===== src/rtl/opp_defines.svh =====
// Timing and encoding constants for the OTP programming-port controller
`ifndef OPP_DEFINES_SVH
`define OPP_DEFINES_SVH
// ----------------------------------------------------------------
// Clock and timing
// ----------------------------------------------------------------
`define OPP_CLK_PERIOD_NS 10
`define OPP_T_STEP_NS 100
`define OPP_T_WRITE_STROBE_A_US 100
`define OPP_STEP_CYC ((`OPP_T_STEP_NS + `OPP_CLK_PERIOD_NS - 1) / `OPP_CLK_PERIOD_NS)
`define OPP_WRITE_STROBE_A_CYC ((`OPP_T_WRITE_STROBE_A_US * 1000) / `OPP_CLK_PERIOD_NS)
// ----------------------------------------------------------------
// Access-mode select codes
// ----------------------------------------------------------------
`define OPP_MODE_RSVD 2'h0
`define OPP_MODE_VERSION 2'h1
`define OPP_MODE_LOCK 2'h2
`define OPP_MODE_MEMORY 2'h3
`define OPP_ADDR_W 16
`define OPP_DATA_W 8
`endif


===== src/rtl/opp_pkg.sv =====
// Types for the OTP programming-port controller
`include "opp_defines.svh"
package opp_pkg;
  // Host command
  typedef struct packed {
    logic write;
    logic [1:0] mode;
    logic [`OPP_ADDR_W-1:0] addr;
    logic [`OPP_DATA_W-1:0] data;
  } opp_cmd_t;
  // Pins driven toward the device
  typedef struct packed {
    logic dev_reset_n;
    logic code_fetch_enable_n;
    logic basic_mode_select;
    logic access_sel_hi;
    logic access_sel_lo;
    logic addr_latch_strobe;
    logic write_strobe_a_read_strobe_n;
    logic write_strobe_a_n;
    logic vpp_high;
    logic ea_level;
    logic data_oe;
    logic [`OPP_DATA_W-1:0] data_o;
    logic [`OPP_DATA_W-1:0] addr_o;
  } opp_pins_t;
  typedef enum logic [3:0] {
    ST_ENTER_LOW, ST_ENTER_SEL, ST_IDLE, ST_SEL, ST_ALE_HI, ST_ALE_LO, ST_LO_ADDR,
    ST_RD_STB, ST_WR_SET, ST_WR_PULSE, ST_WR_DONE, ST_RSP
  } opp_state_t;
endpackage


===== src/rtl/opp_programmer.sv =====
// Host controller driving the OTP programming-mode pins of the device
// Functional notes
// - Hold program-store-enable low throughout
// - Mode 00 reserved, 01 version, 10 lock, 11 memory
// - High address byte latched on strobe fall
// - Port carries high byte, then low byte
// - Read strobe for reads; device drives then
// - Write strobe triggers byte and lock programming
// - Write strobe low during mode entry
// - Voltage pin low during mode entry
// - Data port bidirectional, eight bits
// - Basic-mode select switched to enter mode
`timescale 1ns/100ps
`default_nettype none
`include "opp_defines.svh"
module opp_programmer
  import opp_pkg::*;
#(
  parameter int unsigned WRITE_STROBE_A_CYC = `OPP_WRITE_STROBE_A_CYC
) (
  input wire logic core_clk,
  input wire logic reset_n,
  input wire logic cmd_valid,
  output logic cmd_ready,
  input wire opp_cmd_t cmd,
  output logic rsp_valid,
  output logic rsp_error,
  output logic [`OPP_DATA_W-1:0] rsp_data,
  output logic mode_ready,
  output logic dev_reset_n,
  output logic code_fetch_enable_n,
  output logic basic_mode_select,
  output logic access_sel_hi,
  output logic access_sel_lo,
  output logic addr_latch_strobe,
  output logic write_strobe_a_read_strobe_n,
  output logic write_strobe_a_n,
  output logic ext_access_write_strobe_a_voltage_hi,
  output logic ext_access_write_strobe_a_voltage_lvl,
  output logic [`OPP_DATA_W-1:0] muxed_address_port,
  output logic [`OPP_DATA_W-1:0] write_strobe_a_data_port_o,
  output logic write_strobe_a_data_port_oe,
  input wire logic [`OPP_DATA_W-1:0] write_strobe_a_data_port_i
);
  // ----------------------------------------------------------------
  // Sequencer
  // ----------------------------------------------------------------
  localparam logic [15:0] STEP = 16'(`OPP_STEP_CYC);
  localparam logic [15:0] PULSE = 16'(WRITE_STROBE_A_CYC);
  opp_state_t state_r, state_nxt;
  logic [15:0] cnt_r, cnt_nxt;
  opp_cmd_t cmd_r;
  opp_pins_t pins_r, pins_nxt;
  logic err_r;
  logic take;
  logic step_done;
  opp_cmd_t cur_cmd;
  localparam int LO_DLY = `OPP_STEP_CYC + 1;

  assign step_done = (cnt_r == 16'h0000);
  assign cmd_ready = (state_r == ST_IDLE);
  assign take = cmd_ready && cmd_valid;
  // Pins launched at the take edge must see the new command, not the old one
  assign cur_cmd = take ? cmd : cmd_r;

  // Next state; each step holds its pins for STEP+1 cycles, the write pulse for PULSE cycles, a reserved-mode response for one cycle
  always_comb begin
    state_nxt = state_r;
    cnt_nxt = step_done ? cnt_r : cnt_r - 16'h0001;
    if (state_r == ST_IDLE) begin
      if (take) begin
        state_nxt = (cmd.mode == `OPP_MODE_RSVD) ? ST_RSP : ST_SEL;
        // Select gets a full step of setup ahead of the latch strobe
        cnt_nxt = (cmd.mode == `OPP_MODE_RSVD) ? 16'h0000 : STEP;
      end
    end else if (step_done) begin
      cnt_nxt = STEP;
      unique case (state_r)
        ST_ENTER_LOW: state_nxt = ST_ENTER_SEL;
        ST_ENTER_SEL: state_nxt = ST_IDLE;
        ST_SEL: state_nxt = ST_ALE_HI;
        ST_ALE_HI: state_nxt = ST_ALE_LO;
        ST_ALE_LO: state_nxt = ST_LO_ADDR;
        ST_LO_ADDR: state_nxt = cmd_r.write ? ST_WR_SET : ST_RD_STB;
        ST_RD_STB: state_nxt = ST_RSP;
        ST_WR_SET: begin
          state_nxt = ST_WR_PULSE;
          cnt_nxt = PULSE - 16'h0001;
        end
        ST_WR_PULSE: state_nxt = ST_WR_DONE;
        ST_WR_DONE: state_nxt = ST_RSP;
        ST_RSP: begin
          state_nxt = ST_IDLE;
          cnt_nxt = 16'h0000;
        end
        default: state_nxt = ST_IDLE;
      endcase
    end
  end

  // State and step counter
  always_ff @(posedge core_clk or negedge reset_n) begin
    if (!reset_n) begin
      state_r <= ST_ENTER_LOW;
      cnt_r <= STEP;
    end else begin
      state_r <= state_nxt;
      cnt_r <= cnt_nxt;
    end
  end

  // Command capture; held for the whole access
  always_ff @(posedge core_clk or negedge reset_n) begin
    if (!reset_n) begin
      cmd_r <= '0;
      err_r <= 1'b0;
    end else if (take) begin
      cmd_r <= cmd;
      err_r <= (cmd.mode == `OPP_MODE_RSVD);
    end
  end

  // ----------------------------------------------------------------
  // Pin decode, registered so the device sees clean levels
  // ----------------------------------------------------------------
  always_comb begin
    pins_nxt = pins_r;
    // reset and store enable stay low
    pins_nxt.dev_reset_n = 1'b0;
    pins_nxt.code_fetch_enable_n = 1'b0;
    pins_nxt.basic_mode_select = (state_nxt == ST_ENTER_SEL);
    // high byte stands across strobe fall
    pins_nxt.addr_latch_strobe = (state_nxt == ST_ALE_HI);
    // read strobe only in the read step
    pins_nxt.write_strobe_a_read_strobe_n = (state_nxt != ST_RD_STB);
    // write strobe low in entry, low for programming
    pins_nxt.write_strobe_a_n = !(state_nxt == ST_ENTER_LOW || state_nxt == ST_ENTER_SEL ||
                                  state_nxt == ST_WR_PULSE);
    // programming voltage spans data setup to release
    pins_nxt.vpp_high = (state_nxt == ST_WR_SET || state_nxt == ST_WR_PULSE || state_nxt == ST_WR_DONE);
    // low in entry, logic high otherwise
    pins_nxt.ea_level = !(state_nxt == ST_ENTER_LOW || state_nxt == ST_ENTER_SEL);
    // we drive data only for writes
    pins_nxt.data_oe = pins_nxt.vpp_high;
    pins_nxt.data_o = cur_cmd.data;
    unique case (state_nxt)
      // mode select moves while latch strobe is low
      ST_SEL: begin
        pins_nxt.access_sel_hi = cur_cmd.mode[1];
        pins_nxt.access_sel_lo = cur_cmd.mode[0];
        pins_nxt.addr_o = cur_cmd.addr[15:8];
      end
      ST_LO_ADDR: pins_nxt.addr_o = cur_cmd.addr[7:0];
      default: pins_nxt.addr_o = pins_r.addr_o;
    endcase
  end

  // Pin register; reset values already match the entry step
  always_ff @(posedge core_clk or negedge reset_n) begin
    if (!reset_n) begin
      pins_r <= '{dev_reset_n: 1'b0, code_fetch_enable_n: 1'b0, basic_mode_select: 1'b0,
                  access_sel_hi: 1'b0, access_sel_lo: 1'b0, addr_latch_strobe: 1'b0,
                  write_strobe_a_read_strobe_n: 1'b1, write_strobe_a_n: 1'b0, vpp_high: 1'b0,
                  ea_level: 1'b0, data_oe: 1'b0, data_o: 8'h00, addr_o: 8'h00};
    end else begin
      pins_r <= pins_nxt;
    end
  end

  // Read data sampled at the end of the strobe, while still low
  always_ff @(posedge core_clk or negedge reset_n) begin
    if (!reset_n) begin
      rsp_data <= 8'h00;
    end else if (state_r == ST_RD_STB && step_done) begin
      rsp_data <= write_strobe_a_data_port_i;
    end
  end

  // Response strobe
  assign rsp_valid = (state_r == ST_RSP) && step_done;
  assign rsp_error = err_r;
  assign mode_ready = (state_r != ST_ENTER_LOW) && (state_r != ST_ENTER_SEL);
  assign dev_reset_n = pins_r.dev_reset_n;
  assign code_fetch_enable_n = pins_r.code_fetch_enable_n;
  assign basic_mode_select = pins_r.basic_mode_select;
  assign access_sel_hi = pins_r.access_sel_hi;
  assign access_sel_lo = pins_r.access_sel_lo;
  assign addr_latch_strobe = pins_r.addr_latch_strobe;
  assign write_strobe_a_read_strobe_n = pins_r.write_strobe_a_read_strobe_n;
  assign write_strobe_a_n = pins_r.write_strobe_a_n;
  assign ext_access_write_strobe_a_voltage_hi = pins_r.vpp_high;
  assign ext_access_write_strobe_a_voltage_lvl = pins_r.ea_level;
  assign muxed_address_port = pins_r.addr_o;
  assign write_strobe_a_data_port_o = pins_r.data_o;
  assign write_strobe_a_data_port_oe = pins_r.data_oe;

  // ----------------------------------------------------------------
  // Checks
  // ----------------------------------------------------------------
  a_sel_ale_low: assert property (@(posedge core_clk) disable iff (!reset_n)
    ($changed(access_sel_hi) || $changed(access_sel_lo)) |-> !addr_latch_strobe)
    else $error("mode select changed with latch strobe high");
  a_hi_addr_fall: assert property (@(posedge core_clk) disable iff (!reset_n)
    $fell(addr_latch_strobe) |-> muxed_address_port == cmd_r.addr[15:8])
    else $error("high address byte not held at latch fall");
  a_lo_addr_next: assert property (@(posedge core_clk) disable iff (!reset_n)
    $fell(addr_latch_strobe) |-> ##LO_DLY muxed_address_port == cmd_r.addr[7:0])
    else $error("low address byte not presented after latch");
  a_reset_held: assert property (@(posedge core_clk) disable iff (!reset_n)
    !dev_reset_n && !code_fetch_enable_n)
    else $error("reset or store enable released");
  a_vpp_write_strobe_a: assert property (@(posedge core_clk) disable iff (!reset_n)
    (!write_strobe_a_n && mode_ready) |-> ext_access_write_strobe_a_voltage_hi && write_strobe_a_data_port_oe)
    else $error("write strobe without programming voltage");
  a_read_level: assert property (@(posedge core_clk) disable iff (!reset_n)
    !write_strobe_a_read_strobe_n |-> ext_access_write_strobe_a_voltage_lvl && !ext_access_write_strobe_a_voltage_hi && !write_strobe_a_data_port_oe)
    else $error("read with wrong voltage or data driven");
  a_pulse_len: assert property (@(posedge core_clk) disable iff (!reset_n)
    ($fell(write_strobe_a_n) && mode_ready) |-> !write_strobe_a_n [*8])
    else $error("programming pulse too short");
  a_entry_levels: assert property (@(posedge core_clk) disable iff (!reset_n)
    basic_mode_select |-> !write_strobe_a_n && !ext_access_write_strobe_a_voltage_lvl)
    else $error("entry without low strobe and voltage pin");
  a_rsvd_refused: assert property (@(posedge core_clk) disable iff (!reset_n)
    (take && cmd.mode == `OPP_MODE_RSVD) |=> rsp_valid && rsp_error && write_strobe_a_read_strobe_n)
    else $error("reserved mode not refused");
endmodule // opp_programmer
`default_nettype wire


===== config.mk =====
export PLATFORM = sky130hd
export DESIGN_NAME = opp_programmer
export DESIGN_NICKNAME = d
export VERILOG_FILES = /design/src/rtl/opp_pkg.sv /design/src/rtl/opp_programmer.sv
export VERILOG_INCLUDE_DIRS = /design/src /design/src/rtl
export SDC_FILE = /design/constraint.sdc
export NUM_CORES = 1
export LEC_CHECK = 0
export BUFFER_PORTS_ARGS = -buffer_cell sky130_fd_sc_hd__buf_2
export CORE_MARGIN = 2
export CORE_UTILIZATION = 55
export CTS_CLUSTER_SIZE = 12
export DETAILED_ROUTE_END_ITERATION = 16
export PLACE_DENSITY = 0.81
export RECOVER_POWER = 50
export SYNTH_ARGS = -nofsm -noshare
export SYNTH_HDL_FRONTEND = slang
export SYNTH_SLANG_ARGS = --single-unit

===== constraint.sdc =====
create_clock -name core_clk -period 5.95 [get_ports core_clk]
set_input_delay 1.19 -clock core_clk [delete_from_list [all_inputs] [get_ports core_clk]]
set_output_delay 1.19 -clock core_clk [all_outputs]
set_load 0.05 [all_outputs]

Yosys cells after proc, flatten, opt, wreduce, memory -nomap -nowiden
Cells that the tools add are included.
{"block": "totals", "output_inout_bits": 39, "in_bits": 38, "regBits": 72, "wordCells": 68}
{"block": "op_classes", "n_eq_ne": 19, "mux": 14, "n_addsub": 1, "reduce_logical": 17}
{"cell": "$mux W16", "count": 4}
{"cell": "$pmux W4 S8", "count": 1}
{"cell": "$eq A4 B4 Y1 const B", "count": 7}
{"cell": "$pmux W14 S2", "count": 1}
{"cell": "$mux W26", "count": 1}
{"cell": "$eq A4 B3 Y1 const B", "count": 6}
{"cell": "$mux W4", "count": 6}
{"cell": "$logic_not A16 Y1", "count": 1}
{"cell": "$pmux W8 S2", "count": 1}
{"cell": "$sub A16 B1 Y16 const B", "count": 1}
{"cell": "$eq A4 B2 Y1 const B", "count": 3}
{"cell": "$logic_not A4 Y1", "count": 2}
{"cell": "$eq A4 B1 Y1 const B", "count": 1}
{"cell": "$logic_and A1 B1 Y1", "count": 4}
{"cell": "$logic_or A1 B1 Y1", "count": 4}
{"cell": "$ne A4 B1 Y1 const B", "count": 1}
{"cell": "$ne A4 B3 Y1 const B", "count": 1}
{"cell": "$reduce_bool A4 Y1", "count": 1}
{"cell": "$logic_not A1 Y1", "count": 2}
{"cell": "$logic_not A2 Y1", "count": 1}
{"cell": "$reduce_bool A2 Y1", "count": 1}
{"cell": "$reduce_or A2 Y1", "count": 1}

Depth between registers and ports, before layout
{"block": "logic_depth", "ltp_word": 9, "ltp_mapped": 10, "mapped_depth_nobuf": 9}

Worst setup path before layout
No wires, ideal clock.
{"block": "synth_timing", "path_type": "flip-flop to output port", "from": "register cnt_r[7]", "to": "output port rsp_valid", "n_path_buf": 2, "stages_incl_launch_ff": 8, "path_slack_ps": 2047, "arrival_time_ps": 2713, "path_cell_list": "dfrtp_1 or4_4 or3_1 buf_2 nor3_2 clkbuf_1 nand3_1 nor2_1"}
{"block": "synth_via", "elab_chain_len": 2}
{"item": "start: declaration", "line_no": "opp_programmer.sv:51", "text": "logic [15:0] cnt_r, cnt_nxt;"}
{"item": "start signal: assignment", "line_no": "opp_programmer.sv:108", "text": "cnt_r <= cnt_nxt;"}
{"item": "$logic_not A16 Y1", "line_no": "opp_programmer.sv:60", "text": "assign step_done = (cnt_r == 16'h0000);"}
{"item": "$logic_and A1 B1 Y1", "line_no": "opp_programmer.sv:180", "text": "assign rsp_valid = (state_r == ST_RSP) && step_done;"}
{"item": "end: declaration", "line_no": "opp_programmer.sv:26", "text": "output logic rsp_valid,"}
No other way between the ends.

==> flow_metrics.tcl <==
set metrics [dict create \
    status "complete, but fails checks" \
    violations "capacitance limit, slew limit" \
    cts_made_buffers 9 \
    ctsLongestPathBuffers 2 \
    yosysUniqueCellTypes 45 \
    cp_slowest_cell "clkbuf_1" \
    core_area_sq_um 5920 \
    htree_levels 3 \
    layout_common_cells "93 x nand2_1, 69 x dfrtp_1, 57 x buf_2" \
    ys.flop_type "dfrtp_1" \
    clkLatencyLatePin_ns 0.34 \
    path_max_fanout 72 \
    place.gp.congestion 0.903 \
    ys_warn_count 0 \
    grt_pass1_vias 2471 \
    min_from "cmd_r[14]" \
    nNetsFinal 436 \
    synth_top_area_share_pct 51.5 \
    crit_family "buffers and inverters" \
    layout_commonest_cell "nand2_1" \
    seq_area_frac_synth_pct 53.8 \
    async_flop_share_pct 100 \
    hold_path_depth 2 \
    io_buffers 74 \
    avgViaCountPerCell 5.28 \
    r2r_cells 7 \
    setup.worst_path.start_class "primary input" \
    grt_setup_unrepaired "false" \
    syn-cell-area_sq_um 3350 \
    cts_hold_buf 0 \
    grt_util_all_layers_pct 21.5 \
    syn_avg_cell_area_sq_um 10.0 \
    dpl.hpwl_microns 4550 \
    num_vias 2513 \
    hold_end "cmd_r[14]" \
    io_pins 77 \
    die_area_sq_um 6740 \
    fin_skew_ns 0.00628 \
    whs_ns 0.468 \
    vdd_drop_max_mv 0.204 \
    crit_chain "buf_2 > clkbuf_1" \
    crit_arrival_ns 3.89 \
    synth_fa_ha_area_share_pct 0.373 \
    min_period_ns 4.28 \
    worst_pin_slew_ns 3.68 \
    stdcell_count 476 \
    rrSetupSlack_ns 2.51 \
    crit_cells 2 \
    wl_per_cell_microns 13.5 \
    critPathKind "primary input to async pin" \
    cts_resized 0 \
    rows 28 \
    synthSimpleGateAreaFrac_pct 20.7 \
    clock-sinks 72 \
    die_h_microns 82.1 \
    path_clk_slew_ns 0.07 \
    drive_above_1_share_pct 28.4 \
    drt_iter0_drc 158 \
    drv_cap 1 \
    synth-seq-cells 72 \
    placed_cells 461 \
    fmax_ghz 0.234 \
    max_stage_delay_ns 2.57 \
    reg2reg_from "cnt_r[7]" \
    antenna_cells 0 \
    yosysTopAreaCell "dfrtp_1" \
    synth_top_cells_by_area "dfrtp_1 51%, nand2_1 10%, mux2_2 9.4%, buf_4 2.5%, nor2_1 2.5%" \
    synth_mux_area_share_pct 10.0 \
    cts_setup_buffers 0 \
    die_w_microns 82.1 \
    timing.final.hold_violations 0 \
    remaining_drc_errors 0 \
    grt_overflow 0 \
    hp-class "flip-flop to flip-flop" \
    worstSetupEndpointType "async pin" \
    postRouteAntennaNets 0 \
    grt_pass1_wl_microns 10900 \
    worst-endpoint-required_ns 5.56 \
    p_leak_nw 1.88 \
    powerDensity_nw_per_um2 229 \
    grt_max_degree 73 \
    cts_tree "yes" \
    cp_num_buf_inv 2 \
    period_share_pct 71.9 \
    slew_viol_final 73 \
    slew_headroom_pct -145 \
    synth_edf_count 0 \
    r2r_end "muxed_address_port[5]" \
    syn_inst 334 \
    clk_root_buffer_cell "clkbuf_8" \
    synth_top_family_by_area "simple AND/OR/NAND/NOR gates" \
    finalSetupTns_ns 0 \
    antenna_found_initial 0 \
    drtPass1Iterations 4 \
    synth-compound-area-share_pct 6.42 \
    synthXorXnorAreaFrac_pct 3.39 \
    drt-total-wl_microns 6420 \
    area_growth_pct 15.0 \
    finalSetupViolations 0 \
    start_util_pct 56.7 \
]
==> through the flow <==
stage | instance area, sq um | utilization [%] | total power [W] | setup WS [ns]
2_1_floorplan | 3360 | - | 0.000503 | 2.05
3_3_place_gp | 3690 | 62.4 | 0.000524 | 2.18
3_5_place_dp | 3690 | 62.4 | 0.000524 | 2.13
4_1_cts | 3880 | 65.6 | 0.000894 | 1.76
5_1_grt | 3860 | 65.1 | 0.000917 | 0.854
6_report | 3860 | 65.1 | 0.000883 | 1.67
==> cell usage after synthesis (3+ instances only) <==
cell      number
nor2_1        22
inv_1          6
or3_1          4
nand3_1        5
clkbuf_1      10
a21oi_1        7
dfstp_2        3
nor3_1        10
nand2_1       93
o21ai_0       13
nor4_1         3
and3_1         3
xor2_1         4
xnor2_1        9
dfrtp_1       69
mux2_2        28
buf_4         11
==> where the power goes <==
part	internal [W]	switching, W
Combinational	0.00000874	0.0000158
Sequential	0.000490	0
Clock	0.000202	0.000166
Total	0.000701	0.000182
==> sequential cells by signal, summed over array words and instances, names as in the netlist, 4 cells and up <==
signal / flops
cmd_r: 19
state_r: 4
write_strobe_a_data_port_o: 8
rsp_data: 8
muxed_address_port: 8
cnt_r: 16
==> metal layers <==
layer  vias to the layer above  part of all wire [%]  track usage, %
met5                         -                     0               0
met4                         0                   1.8            8.00
met3                        13                   6.2            6.52
met2                        73                    50            38.0
met1                      1206                    42            24.6
li1                       1221                     -               -
==> logic make-up after synthesis <==
kind of cell,after synthesis
buffers and inverters,32
AOI/OAI and AO/OA,31
and+or+nand+nor,154
xor gates and xnor gates,13
muxes,30
other,1
DFF,72
adders and majority gates,1
==> final cells by class <==
cell class / count / area, sq um
fill: 500 / 2060
tap: 75 / 93.8
sequential: 72 / 1810
clock buffer: 12 / 145
clock inverter: 3 / 42.5
timing repair buffer: 77 / 368
inverter: 6 / 22.5
multi-input combinational: 231 / 1380
==> worst max path at each step <==
stage                            end      from
after floorplan            rsp_valid  cnt_r[7]
after global placement     rsp_valid  cnt_r[7]
after detailed placement   rsp_valid  cnt_r[7]
after CTS                  rsp_valid  cnt_r[7]
after global routing      state_r[0]   reset_n
final                       cnt_r[6]   reset_n
Power figures use the tool's default switching activity.
